<file path="config.mk">
export PLATFORM = sky130hd
export DESIGN_NAME = uart_irq_tx_holding_empty
export DESIGN_NICKNAME = d
export VERILOG_FILES = /design/src/uart_irq_pkg.sv /design/src/uart_irq_tx_holding_empty.sv
export SDC_FILE = /design/constraint.sdc
export NUM_CORES = 1
export LEC_CHECK = 0
export BUFFER_PORTS_ARGS = -buffer_cell sky130_fd_sc_hd__buf_2
export CORE_ASPECT_RATIO = 0.5
export CORE_MARGIN = 10
export CORE_UTILIZATION = 65
export CTS_CLUSTER_SIZE = 25
export DETAILED_ROUTE_END_ITERATION = 12
export PLACE_DENSITY_LB_ADDON = 0.3
export RECOVER_POWER = 50
export SETUP_SLACK_MARGIN = 0.2
export SKIP_CTS_REPAIR_TIMING = 1
export SLEW_MARGIN = 15
export SYNTH_ARGS = -nofsm -noshare
export SYNTH_HDL_FRONTEND = slang
export SYNTH_SLANG_ARGS = --single-unit
</file>
<file path="constraint.sdc">
create_clock -name CLK -period 7.3 [get_ports CLK]
set_input_delay 1.46 -clock CLK [delete_from_list [all_inputs] [get_ports CLK]]
set_output_delay 1.46 -clock CLK [all_outputs]
set_load 0.05 [all_outputs]
</file>
<file path="src/uart_irq_pkg.sv">
package uart_irq_pkg;

  // -------------------------------------------------------------------
  // Register byte offsets
  // -------------------------------------------------------------------
  localparam logic [7:0] OFS_DATA      = 8'h00;
  localparam logic [7:0] OFS_IRQ_EN    = 8'h04;
  localparam logic [7:0] OFS_IDENT     = 8'h08;
  localparam logic [7:0] OFS_LSR       = 8'h14;
  localparam logic [7:0] OFS_ALIAS_LO  = 8'h30;
  localparam logic [7:0] OFS_ALIAS_HI  = 8'h6C;
  localparam logic [7:0] OFS_FE_ALIAS  = 8'h98;
  localparam logic [7:0] OFS_RT_ALIAS  = 8'h9C;
  localparam logic [7:0] OFS_TET_ALIAS = 8'hA0;
  localparam logic [7:0] OFS_EVT_STAT  = 8'hC0;
  localparam logic [7:0] OFS_EVT_CLR   = 8'hC4;
  localparam logic [7:0] OFS_EVT_EN    = 8'hC8;

  // -------------------------------------------------------------------
  // Field positions and reset values
  // -------------------------------------------------------------------
  localparam int IE_RDA  = 0;
  localparam int IE_TX_HOLDING_EMPTY = 1;
  localparam int IE_LS   = 2;
  localparam int IE_TO   = 3;
  localparam int IE_PROG = 7;
  localparam int FC_FE   = 0;
  localparam int FC_RXRST = 1;
  localparam int FC_TXRST = 2;
  localparam int FC_TET  = 4;
  localparam int FC_RT   = 6;
  localparam int LS_DR   = 0;
  localparam int LS_OE   = 1;
  localparam int LS_PE   = 2;
  localparam int LS_FE   = 3;
  localparam int LS_BI   = 4;
  localparam int LS_TX_HOLDING_EMPTY = 5;
  localparam int LS_TEMT = 6;
  localparam logic [7:0] IRQ_EN_RST = 8'h00;
  localparam logic [7:0] FCR_RST    = 8'h00;
  localparam logic [3:0] EVT_EN_RST = 4'h0;
  localparam logic [2:0] TIMEOUT_CHARS = 3'h4;

  // -------------------------------------------------------------------
  // Identification codes, highest priority first
  // -------------------------------------------------------------------
  typedef enum logic [3:0] {
    ID_LINE    = 4'b0110,
    ID_DATA    = 4'b0100,
    ID_TIMEOUT = 4'b1100,
    ID_TX_HOLDING_EMPTY    = 4'b0010,
    ID_NONE    = 4'b0001
  } irq_id_e;

  // One received character with its line condition.
  typedef struct packed {
    logic       brk;
    logic       framing;
    logic       parity;
    logic [7:0] data;
  } rx_char_s;

endpackage

</file>
<file path="src/uart_irq_tx_holding_empty.sv">
`timescale 1ns/100ps
// How it works
// - IRQ high while enabled source active.
// - Enable bits per source; timeout FIFO-only.
// - Ident 0001 idle; 0110 line status.
// - Ident 0100 data available or trigger.
// - Ident 1100 after four idle character times.
// - Ident 0010 holding empty or threshold.
// - Enable bit 7 selects threshold mode.
// - Two-bit threshold: empty, 2, quarter, half.
// - Threshold mode: status bit 5 means full.
// - FIFO disable kills threshold mode.
// - Otherwise bit 5 and interrupt mean empty.
// - Receive alias range pops one buffer.
// - Transmit alias range pushes one register.
// - FIFO-enable alias touches only bit 0.
// - Receive-trigger alias touches only bits 7:6.
// - Threshold alias touches only bits 5:4.
module uart_irq_tx_holding_empty #(
  parameter int DEPTH = 16
) (
  input  wire logic                     CLK,
  input  wire logic                     RESET,
  input  wire logic                     PSEL,
  input  wire logic                     PENABLE,
  input  wire logic                     PWRITE,
  input  wire logic [7:0]               PADDR,
  input  wire logic [31:0]              PWDATA,
  output logic      [31:0]              PRDATA,
  output logic                          PREADY,
  output logic                          PSLVERR,
  input  wire logic                     RX_VALID,
  input  wire uart_irq_pkg::rx_char_s   RX_CHAR,
  input  wire logic                     CHAR_TICK,
  output logic                          TX_VALID,
  output logic      [7:0]               TX_DATA,
  input  wire logic                     TX_READY,
  output logic                          IRQ
);

  localparam int AW = $clog2(DEPTH);

  // -------------------------------------------------------------------
  // Declarations
  // -------------------------------------------------------------------
  logic [7:0]    ier_reg;
  logic [7:0]    fcr_reg;
  logic [3:0]    ls_err_reg;
  logic [7:0]    rx_mem [DEPTH];
  logic [7:0]    tx_mem [DEPTH];
  logic [AW-1:0] rx_wr_reg, rx_rd_reg, tx_wr_reg, tx_rd_reg;
  logic [AW:0]   rx_cnt_reg, tx_cnt_reg;
  logic [2:0]    tick_cnt_reg;
  logic          tx_holding_empty_pend_reg;
  logic          tx_holding_empty_cond_d_reg;
  logic [3:0]    src_d_reg;
  logic [3:0]    evt_stat_reg;
  logic [3:0]    evt_en_reg;
  logic [31:0]   prdata_reg;
  logic [7:0]    snap_reg;
  logic          setup, acc_rd, acc_wr, mapped;
  logic          fe, prog_mode, in_alias;
  logic [AW:0]   cap, rx_trig, tx_thr;
  logic          rx_full, tx_full, rx_push, rx_pop, tx_push, tx_pop;
  logic          rx_clr, tx_clr;
  logic          tx_holding_empty_cond;
  logic          ls_src, rda_src, to_src;
  logic [3:0]    src;
  uart_irq_pkg::irq_id_e id;
  logic [7:0]    line_status_reg;

  // -------------------------------------------------------------------
  // Bus decode
  // -------------------------------------------------------------------
  // Reads are sampled in the setup phase so that PRDATA is a flop; the
  // side effects of a read take place at the access edge.
  assign setup  = PSEL & ~PENABLE;
  assign acc_rd = PSEL & PENABLE & ~PWRITE;
  assign acc_wr = PSEL & PENABLE & PWRITE;
  assign in_alias = (PADDR >= uart_irq_pkg::OFS_ALIAS_LO) &&
                    (PADDR <= uart_irq_pkg::OFS_ALIAS_HI) && (PADDR[1:0] == 2'b00);

  // Every decoded offset; the alias window is decoded on its own above.
  always_comb begin
    case (PADDR)
      uart_irq_pkg::OFS_DATA, uart_irq_pkg::OFS_IRQ_EN, uart_irq_pkg::OFS_IDENT,
      uart_irq_pkg::OFS_LSR, uart_irq_pkg::OFS_FE_ALIAS, uart_irq_pkg::OFS_RT_ALIAS,
      uart_irq_pkg::OFS_TET_ALIAS, uart_irq_pkg::OFS_EVT_STAT,
      uart_irq_pkg::OFS_EVT_CLR, uart_irq_pkg::OFS_EVT_EN: mapped = 1'b1;
      default: mapped = in_alias;
    endcase
  end

  // Every register answers at once, so the bus never waits.
  assign PREADY  = 1'b1;
  assign PSLVERR = PSEL & PENABLE & ~mapped;
  assign PRDATA  = prdata_reg;

  // -------------------------------------------------------------------
  // Mode and levels
  // -------------------------------------------------------------------
  assign fe = fcr_reg[uart_irq_pkg::FC_FE];
  assign prog_mode = ier_reg[uart_irq_pkg::IE_PROG] & fe;
  // Without FIFOs each direction holds a single character.
  assign cap = fe ? (AW+1)'(DEPTH) : (AW+1)'(1);

  always_comb begin
    case (fcr_reg[uart_irq_pkg::FC_TET +: 2])
      2'd0:    tx_thr = '0;
      2'd1:    tx_thr = (AW+1)'(2);
      2'd2:    tx_thr = (AW+1)'(DEPTH / 4);
      default: tx_thr = (AW+1)'(DEPTH / 2);
    endcase
  end

  // Receive trigger levels: one, a quarter, a half and two short of full.
  always_comb begin
    case (fcr_reg[uart_irq_pkg::FC_RT +: 2])
      2'd0:    rx_trig = (AW+1)'(1);
      2'd1:    rx_trig = (AW+1)'(DEPTH / 4);
      2'd2:    rx_trig = (AW+1)'(DEPTH / 2);
      default: rx_trig = (AW+1)'(DEPTH - 2);
    endcase
  end

  assign rx_full = rx_cnt_reg >= cap;
  assign tx_full = tx_cnt_reg >= cap;
  assign rx_pop  = acc_rd & (PADDR == uart_irq_pkg::OFS_DATA | in_alias) & (rx_cnt_reg != '0);
  assign tx_push = acc_wr & (PADDR == uart_irq_pkg::OFS_DATA | in_alias) & ~tx_full;
  assign rx_push = RX_VALID & ~rx_full;
  assign tx_pop  = TX_VALID & TX_READY;
  assign TX_VALID = tx_cnt_reg != '0;
  assign TX_DATA  = tx_mem[tx_rd_reg];

  // Writes that reset a FIFO, including any change of the enable bit.
  always_comb begin
    rx_clr = 1'b0;
    tx_clr = 1'b0;
    if (acc_wr && PADDR == uart_irq_pkg::OFS_IDENT) begin
      rx_clr = PWDATA[uart_irq_pkg::FC_RXRST] | (PWDATA[uart_irq_pkg::FC_FE] != fe);
      tx_clr = PWDATA[uart_irq_pkg::FC_TXRST] | (PWDATA[uart_irq_pkg::FC_FE] != fe);
    end else if (acc_wr && PADDR == uart_irq_pkg::OFS_FE_ALIAS) begin
      rx_clr = PWDATA[0] != fe;
      tx_clr = PWDATA[0] != fe;
    end
  end

  // -------------------------------------------------------------------
  // Control registers
  // -------------------------------------------------------------------
  // per-source enables
  always_ff @(posedge CLK) begin
    if (RESET) begin
      ier_reg <= uart_irq_pkg::IRQ_EN_RST;
    end else if (acc_wr && PADDR == uart_irq_pkg::OFS_IRQ_EN) begin
      ier_reg <= PWDATA[7:0] & 8'h8F;
    end
  end

  // The FIFO reset bits are self-clearing and are never stored.
  always_ff @(posedge CLK) begin
    if (RESET) begin
      fcr_reg <= uart_irq_pkg::FCR_RST;
    end else if (acc_wr) begin
      case (PADDR)
        uart_irq_pkg::OFS_IDENT:     fcr_reg <= PWDATA[7:0] & 8'hF1;
        uart_irq_pkg::OFS_FE_ALIAS:  fcr_reg[uart_irq_pkg::FC_FE] <= PWDATA[0];
        uart_irq_pkg::OFS_RT_ALIAS:  fcr_reg[uart_irq_pkg::FC_RT +: 2] <= PWDATA[1:0];
        uart_irq_pkg::OFS_TET_ALIAS: fcr_reg[uart_irq_pkg::FC_TET +: 2] <= PWDATA[1:0];
        default: ;
      endcase
    end
  end

  // -------------------------------------------------------------------
  // Receive and transmit storage
  // -------------------------------------------------------------------
  // Receive storage; a character that finds it full is lost and flagged.
  always_ff @(posedge CLK) begin
    if (RESET || rx_clr) begin
      rx_wr_reg  <= '0;
      rx_rd_reg  <= '0;
      rx_cnt_reg <= '0;
    end else begin
      if (rx_push) begin
        rx_mem[rx_wr_reg] <= RX_CHAR.data;
        rx_wr_reg <= rx_wr_reg + 1'b1;
      end
      if (rx_pop) begin
        rx_rd_reg <= rx_rd_reg + 1'b1;
      end
      rx_cnt_reg <= rx_cnt_reg + (AW+1)'(rx_push) - (AW+1)'(rx_pop);
    end
  end

  // Transmit storage; a write into a full store is dropped without notice.
  always_ff @(posedge CLK) begin
    if (RESET || tx_clr) begin
      tx_wr_reg  <= '0;
      tx_rd_reg  <= '0;
      tx_cnt_reg <= '0;
    end else begin
      if (tx_push) begin
        tx_mem[tx_wr_reg] <= PWDATA[7:0];
        tx_wr_reg <= tx_wr_reg + 1'b1;
      end
      if (tx_pop) begin
        tx_rd_reg <= tx_rd_reg + 1'b1;
      end
      tx_cnt_reg <= tx_cnt_reg + (AW+1)'(tx_push) - (AW+1)'(tx_pop);
    end
  end

  // -------------------------------------------------------------------
  // Line status
  // -------------------------------------------------------------------
  // cleared by status read
  // Only bits that the read returned are cleared, and a new error at
  // the same edge is kept, so no error is ever lost.
  always_ff @(posedge CLK) begin
    if (RESET) begin
      ls_err_reg <= '0;
    end else begin
      ls_err_reg <= (ls_err_reg & ~((acc_rd && PADDR == uart_irq_pkg::OFS_LSR) ?
                                    snap_reg[4:1] : 4'h0)) |
                    {RX_VALID & RX_CHAR.brk, RX_VALID & RX_CHAR.framing,
                     RX_VALID & RX_CHAR.parity, RX_VALID & rx_full};
    end
  end

  // Line status as software reads it.
  always_comb begin
    line_status_reg = '0;
    line_status_reg[uart_irq_pkg::LS_DR] = rx_cnt_reg != '0;
    line_status_reg[uart_irq_pkg::LS_BI:uart_irq_pkg::LS_OE] = ls_err_reg;
    line_status_reg[uart_irq_pkg::LS_TX_HOLDING_EMPTY] = prog_mode ? tx_full : (tx_cnt_reg == '0);
    line_status_reg[uart_irq_pkg::LS_TEMT] = (tx_cnt_reg == '0);
  end

  // -------------------------------------------------------------------
  // Interrupt sources
  // -------------------------------------------------------------------
  assign ls_src = |ls_err_reg;
  assign rda_src = fe ? (rx_cnt_reg >= rx_trig) : (rx_cnt_reg != '0);
  assign to_src = fe & (rx_cnt_reg != '0) & (tick_cnt_reg == uart_irq_pkg::TIMEOUT_CHARS);
  assign tx_holding_empty_cond = prog_mode ? (tx_cnt_reg <= tx_thr) : (tx_cnt_reg == '0);

  // Any traffic through the receive FIFO restarts the idle count.
  always_ff @(posedge CLK) begin
    if (RESET || rx_push || rx_pop || rx_cnt_reg == '0) begin
      tick_cnt_reg <= '0;
    end else if (CHAR_TICK && tick_cnt_reg != uart_irq_pkg::TIMEOUT_CHARS) begin
      tick_cnt_reg <= tick_cnt_reg + 3'h1;
    end
  end

  // transmit empty pending
  // The pending bit arms when the condition arises and set wins over
  // the clear from an ident read or a holding write in the same cycle.
  always_ff @(posedge CLK) begin
    if (RESET) begin
      tx_holding_empty_cond_d_reg <= 1'b0;
      tx_holding_empty_pend_reg   <= 1'b0;
    end else begin
      tx_holding_empty_cond_d_reg <= tx_holding_empty_cond;
      if (!tx_holding_empty_cond) begin
        tx_holding_empty_pend_reg <= 1'b0;
      end else if (!tx_holding_empty_cond_d_reg) begin
        tx_holding_empty_pend_reg <= 1'b1;
      end else if ((acc_rd && PADDR == uart_irq_pkg::OFS_IDENT &&
                    snap_reg[3:0] == uart_irq_pkg::ID_TX_HOLDING_EMPTY) ||
                   (tx_push && !prog_mode)) begin
        tx_holding_empty_pend_reg <= 1'b0;
      end
    end
  end

  // Each source is masked by its own enable bit.
  assign src = {ls_src & ier_reg[uart_irq_pkg::IE_LS],
                rda_src & ier_reg[uart_irq_pkg::IE_RDA],
                to_src & ier_reg[uart_irq_pkg::IE_TO],
                tx_holding_empty_pend_reg & ier_reg[uart_irq_pkg::IE_TX_HOLDING_EMPTY]};

  always_comb begin
    if (src[3]) begin
      id = uart_irq_pkg::ID_LINE;
    end else if (src[2]) begin
      id = uart_irq_pkg::ID_DATA;
    end else if (src[1]) begin
      id = uart_irq_pkg::ID_TIMEOUT;
    end else if (src[0]) begin
      id = uart_irq_pkg::ID_TX_HOLDING_EMPTY;
    end else begin
      id = uart_irq_pkg::ID_NONE;
    end
  end

  // -------------------------------------------------------------------
  // Event status, clear and enable
  // -------------------------------------------------------------------
  // A rising source sets its sticky bit; the set wins over a clear.
  always_ff @(posedge CLK) begin
    if (RESET) begin
      src_d_reg    <= '0;
      evt_stat_reg <= '0;
      evt_en_reg   <= uart_irq_pkg::EVT_EN_RST;
    end else begin
      src_d_reg    <= src;
      evt_stat_reg <= (evt_stat_reg & ~((acc_wr && PADDR == uart_irq_pkg::OFS_EVT_CLR) ?
                                        PWDATA[3:0] : 4'h0)) | (src & ~src_d_reg);
      if (acc_wr && PADDR == uart_irq_pkg::OFS_EVT_EN) begin
        evt_en_reg <= PWDATA[3:0];
      end
    end
  end

  assign IRQ = (|src) | (|(evt_stat_reg & evt_en_reg));

  // -------------------------------------------------------------------
  // Read data
  // -------------------------------------------------------------------
  // Captured in the setup cycle, which costs a flop but keeps PRDATA glitch free.
  always_ff @(posedge CLK) begin
    if (RESET) begin
      prdata_reg <= '0;
      snap_reg   <= '0;
    end else if (setup && !PWRITE) begin
      prdata_reg <= '0;
      case (PADDR)
        uart_irq_pkg::OFS_DATA:      prdata_reg[7:0] <= rx_mem[rx_rd_reg];
        uart_irq_pkg::OFS_IRQ_EN:    prdata_reg[7:0] <= ier_reg;
        uart_irq_pkg::OFS_IDENT: begin
          prdata_reg[7:0] <= {fe, fe, 2'b00, id};
          snap_reg        <= {4'h0, id};
        end
        uart_irq_pkg::OFS_LSR: begin
          prdata_reg[7:0] <= line_status_reg;
          snap_reg        <= line_status_reg;
        end
        uart_irq_pkg::OFS_FE_ALIAS:  prdata_reg[0] <= fe;
        uart_irq_pkg::OFS_RT_ALIAS:  prdata_reg[1:0] <= fcr_reg[uart_irq_pkg::FC_RT +: 2];
        uart_irq_pkg::OFS_TET_ALIAS: prdata_reg[1:0] <= fcr_reg[uart_irq_pkg::FC_TET +: 2];
        uart_irq_pkg::OFS_EVT_STAT:  prdata_reg[3:0] <= evt_stat_reg;
        uart_irq_pkg::OFS_EVT_EN:    prdata_reg[3:0] <= evt_en_reg;
        default: begin
          if (in_alias) begin
            prdata_reg[7:0] <= rx_mem[rx_rd_reg];
          end
        end
      endcase
    end
  end

endmodule

</file>
==> flow_summary.toml <==
[drt]
drt-initial-drc-count = 804
wl_mm = 30.4
via_per_inst = 6.17
postRouteAntennaNets = 0
wl_per_cell_um = 22.7
firstDrtPassIters = 5
route.detailed.drc = 0
vias = 8250

[timing]
slew_headroom_pct = -38.0
fin_setup_tns_ns = 0
worst_slew_pin_slew_ns = 2.07
skew_ns = 0.0152
slew_violations = 46
fmax_ghz = 0.206
finalCritPeriodShare_pct = 66.4
grt_setup_unrepaired = "false"
min_period_ns = 4.85
final-setup-viol-count = 0
hold_viol_final = 0

[power]
swShare_pct = 27.6
ir_drop_mv = 0.180
powerDensity_nw_per_um2 = 283
net-switching-power_mw = 1.22
combPwrFrac_pct = 18.9
power_frac_seq_pct = 48.5
internal-power_mw = 3.21
leakage_nw = 5.17
clkPwrFrac_pct = 32.6

[die]
rows = 38
dieWidth_um = 230
start_util_pct = 66.2
core_area_um2 = 21700
dieArea_um2 = 28800
pin_count = 103
die_h_um = 125

[worst_hold_path]
min_path_type = "flip-flop to flip-flop"

[clock_tree]
numCtsBuffers = 29
path_clk_slew_ns = 0.07
clock-sinks = 334
htreeDepth = 1
worstSkewPairLatency_ns = 0.56
clockBufferDepth = 3
cts_root_buf = "clkbuf_16"
cts_tree = "yes"

[global_route]
grt_overflow = 0
grt_pass1_wl_mm = 47.3
grt_antenna_before_repair = 0
grt_usage_pct = 20.9
grt_max_degree = 46
grt_pass1_vias = 8171

[cells_and_area]
layout.nets = 1115
multi_input_area_um2 = 4690
area_growth_pct = 9.08
final_cells = 1338
final-seq-area_um2 = 9250
layout_common_cells = "edfxtp_1, nor2_1, dfxtp_1, mux4_2, nand2_1"
final_common_cell = "edfxtp_1"
insertedDiodeCount = 0
drive_gt1_share_pct = 16.5
fillers = 1396

[critical_path]
crit_path_end_kind = "primary output"
critical_path_class = "primary input to primary output"
max_stage_delay_ns = 0.68
crit_required_ns = 5.84
slowest_stage = "nor4b_1"
crit_arrival_ns = 3.39
path_buf_inv = 2
critical_path.cell_chain = "clkbuf_1 -> nor4b_1 -> and2_0 -> nand4b_1 -> nor3_1 -> buf_2"
cp-start-kind = "primary input"
cp_max_fo = 10
crit_family = "simple AND/OR/NAND/NOR gates"

[run]
drv_cap = 1

[yosys]
synth_flop_cell = "edfxtp_1"
synthDistinctLibCells = 64
ys.warnings.count = 0
postSynth.asyncResetShare_pct = 0
synth_edf_count = 256
yosysTopAreaCell = "edfxtp_1"
ys_seq_area_share_pct = 64.5
synth_area_per_cell_um2 = 14.9
synth-seq-cells = 334
syn_area_um2 = 14400
syn_inst = 966
yosys-top-cells-area = "edfxtp_1, mux4_2, dfxtp_1, ha_1, nor2_1"
synthDominantCellAreaShare_pct = 53.6

[placed_design]
port_buffers = 53
gp_congestion = 0.904
dp_cells = 1285
dp_hpwl_mm = 19.9

[status]
failed_checks = "capacitance limit, slew limit"
status = "finished, violations left"
[stage by stage]
step / area (µm²) / total power [mW] / hold WS, ns / util, % / setup WS, ns
2_1_floorplan: 14400 / 2.83 / 0.393 / - / 2.45
3_3_place_gp: 14800 / 3.01 / 0.405 / 68.3 / 2.64
3_5_place_dp: 14800 / 3.04 / 0.422 / 68.3 / 2.63
4_1_cts: 15700 / 4.47 / 0.423 / 72.4 / 2.58
5_1_grt: 15700 / 4.62 / 0.430 / 72.2 / 2.22
6_report: 15700 / 4.44 / 0.421 / 72.2 / 2.45
[power by group through the flow]
stage	sequential [mW]	combinational, mW	clock, mW
6_report	2.15	0.836	1.45
5_1_grt	2.16	0.927	1.53
4_1_cts	2.15	0.849	1.46
3_5_place_dp	2.19	0.843	0
3_3_place_gp	2.19	0.816	0
2_1_floorplan	2.18	0.649	0
[cell type report]
class	count	area share [%]
repair buffers	65	2.04
clock inverters	21	0.935
well taps	300	2.40
inverters	34	0.815
flip-flops and latches	334	59.1
multi-input cells	552	30.0
clock buffers	32	4.71
[worst reg2reg max path: stages (launching register included)]
cell and delay (ns):
dfxtp_1 0.62, inv_1 0.24, ha_1 0.33, nand3b_1 0.08, o2111ai_1 0.12, a21oi_1 0.44, nand3_4 0.20, ha_1 0.33
inv_1 0.05, ha_1 0.15, inv_1 0.06, fa_1 0.40, nor2_1 0.10, nor2_1 0.05, nor2_1 0.10, or3_1 0.12
a21oi_1 0.06
[cells in the mapped netlist, drive strengths merged (10+ instances only)]
| cell type | count |
|---|---|
| nor2 | 115 |
| mux4 | 73 |
| edfxtp | 256 |
| nand3 | 24 |
| inv | 34 |
| ha | 38 |
| a211oi | 12 |
| dfxtp | 78 |
| nand2 | 43 |
| buf | 40 |
| and2 | 13 |
| xor2 | 10 |
| a21oi | 36 |
| nor3 | 16 |
| clkbuf | 29 |
| mux2i | 25 |
| o21ai | 18 |
[layer usage]
| layer | vias to the layer above | track usage (%) | wire [µm] |
|---|---|---|---|
| met3 | 53 | 3.72 | 1790 |
| met4 | 0 | 4.50 | 587 |
| met1 | 4192 | 26.2 | 12000 |
| met2 | 287 | 37.5 | 16000 |
| met5 | - | 0 | 0 |
| li1 | 3718 | - | - |
[cell families after synthesis]
kind of cell	Yosys count	share of synthesized area, %
and+or+nand+nor	264	8.99
DFF	334	64.5
buffers and inverters	103	3.48
muxes	103	13.6
xor gates and xnor gates	19	1.16
AOI/OAI and AO/OA	101	4.68
other	2	0.0523
adders and majority gates	40	3.59
[worst paths after layout]
kind / startpoint / endpoint / slack (ns) / cells after the start
worst max-delay path: PADDR[2] / PSLVERR / 2.45 / 6
worst min-delay path: tx_holding_empty_cond_d_reg$_SDFF_PP0_ / tx_holding_empty_pend_reg$_SDFFE_PP0P_ / 0.42 / 1
worst max register to register: fcr_reg[0]$_SDFFE_PP0P_ / tx_cnt_reg[4]$_SDFF_PP0_ / 3.68 / 16
worst min register to register: tx_holding_empty_cond_d_reg$_SDFF_PP0_ / tx_holding_empty_pend_reg$_SDFFE_PP0P_ / 0.42 / 1
(Power assumes the default switching activity.)
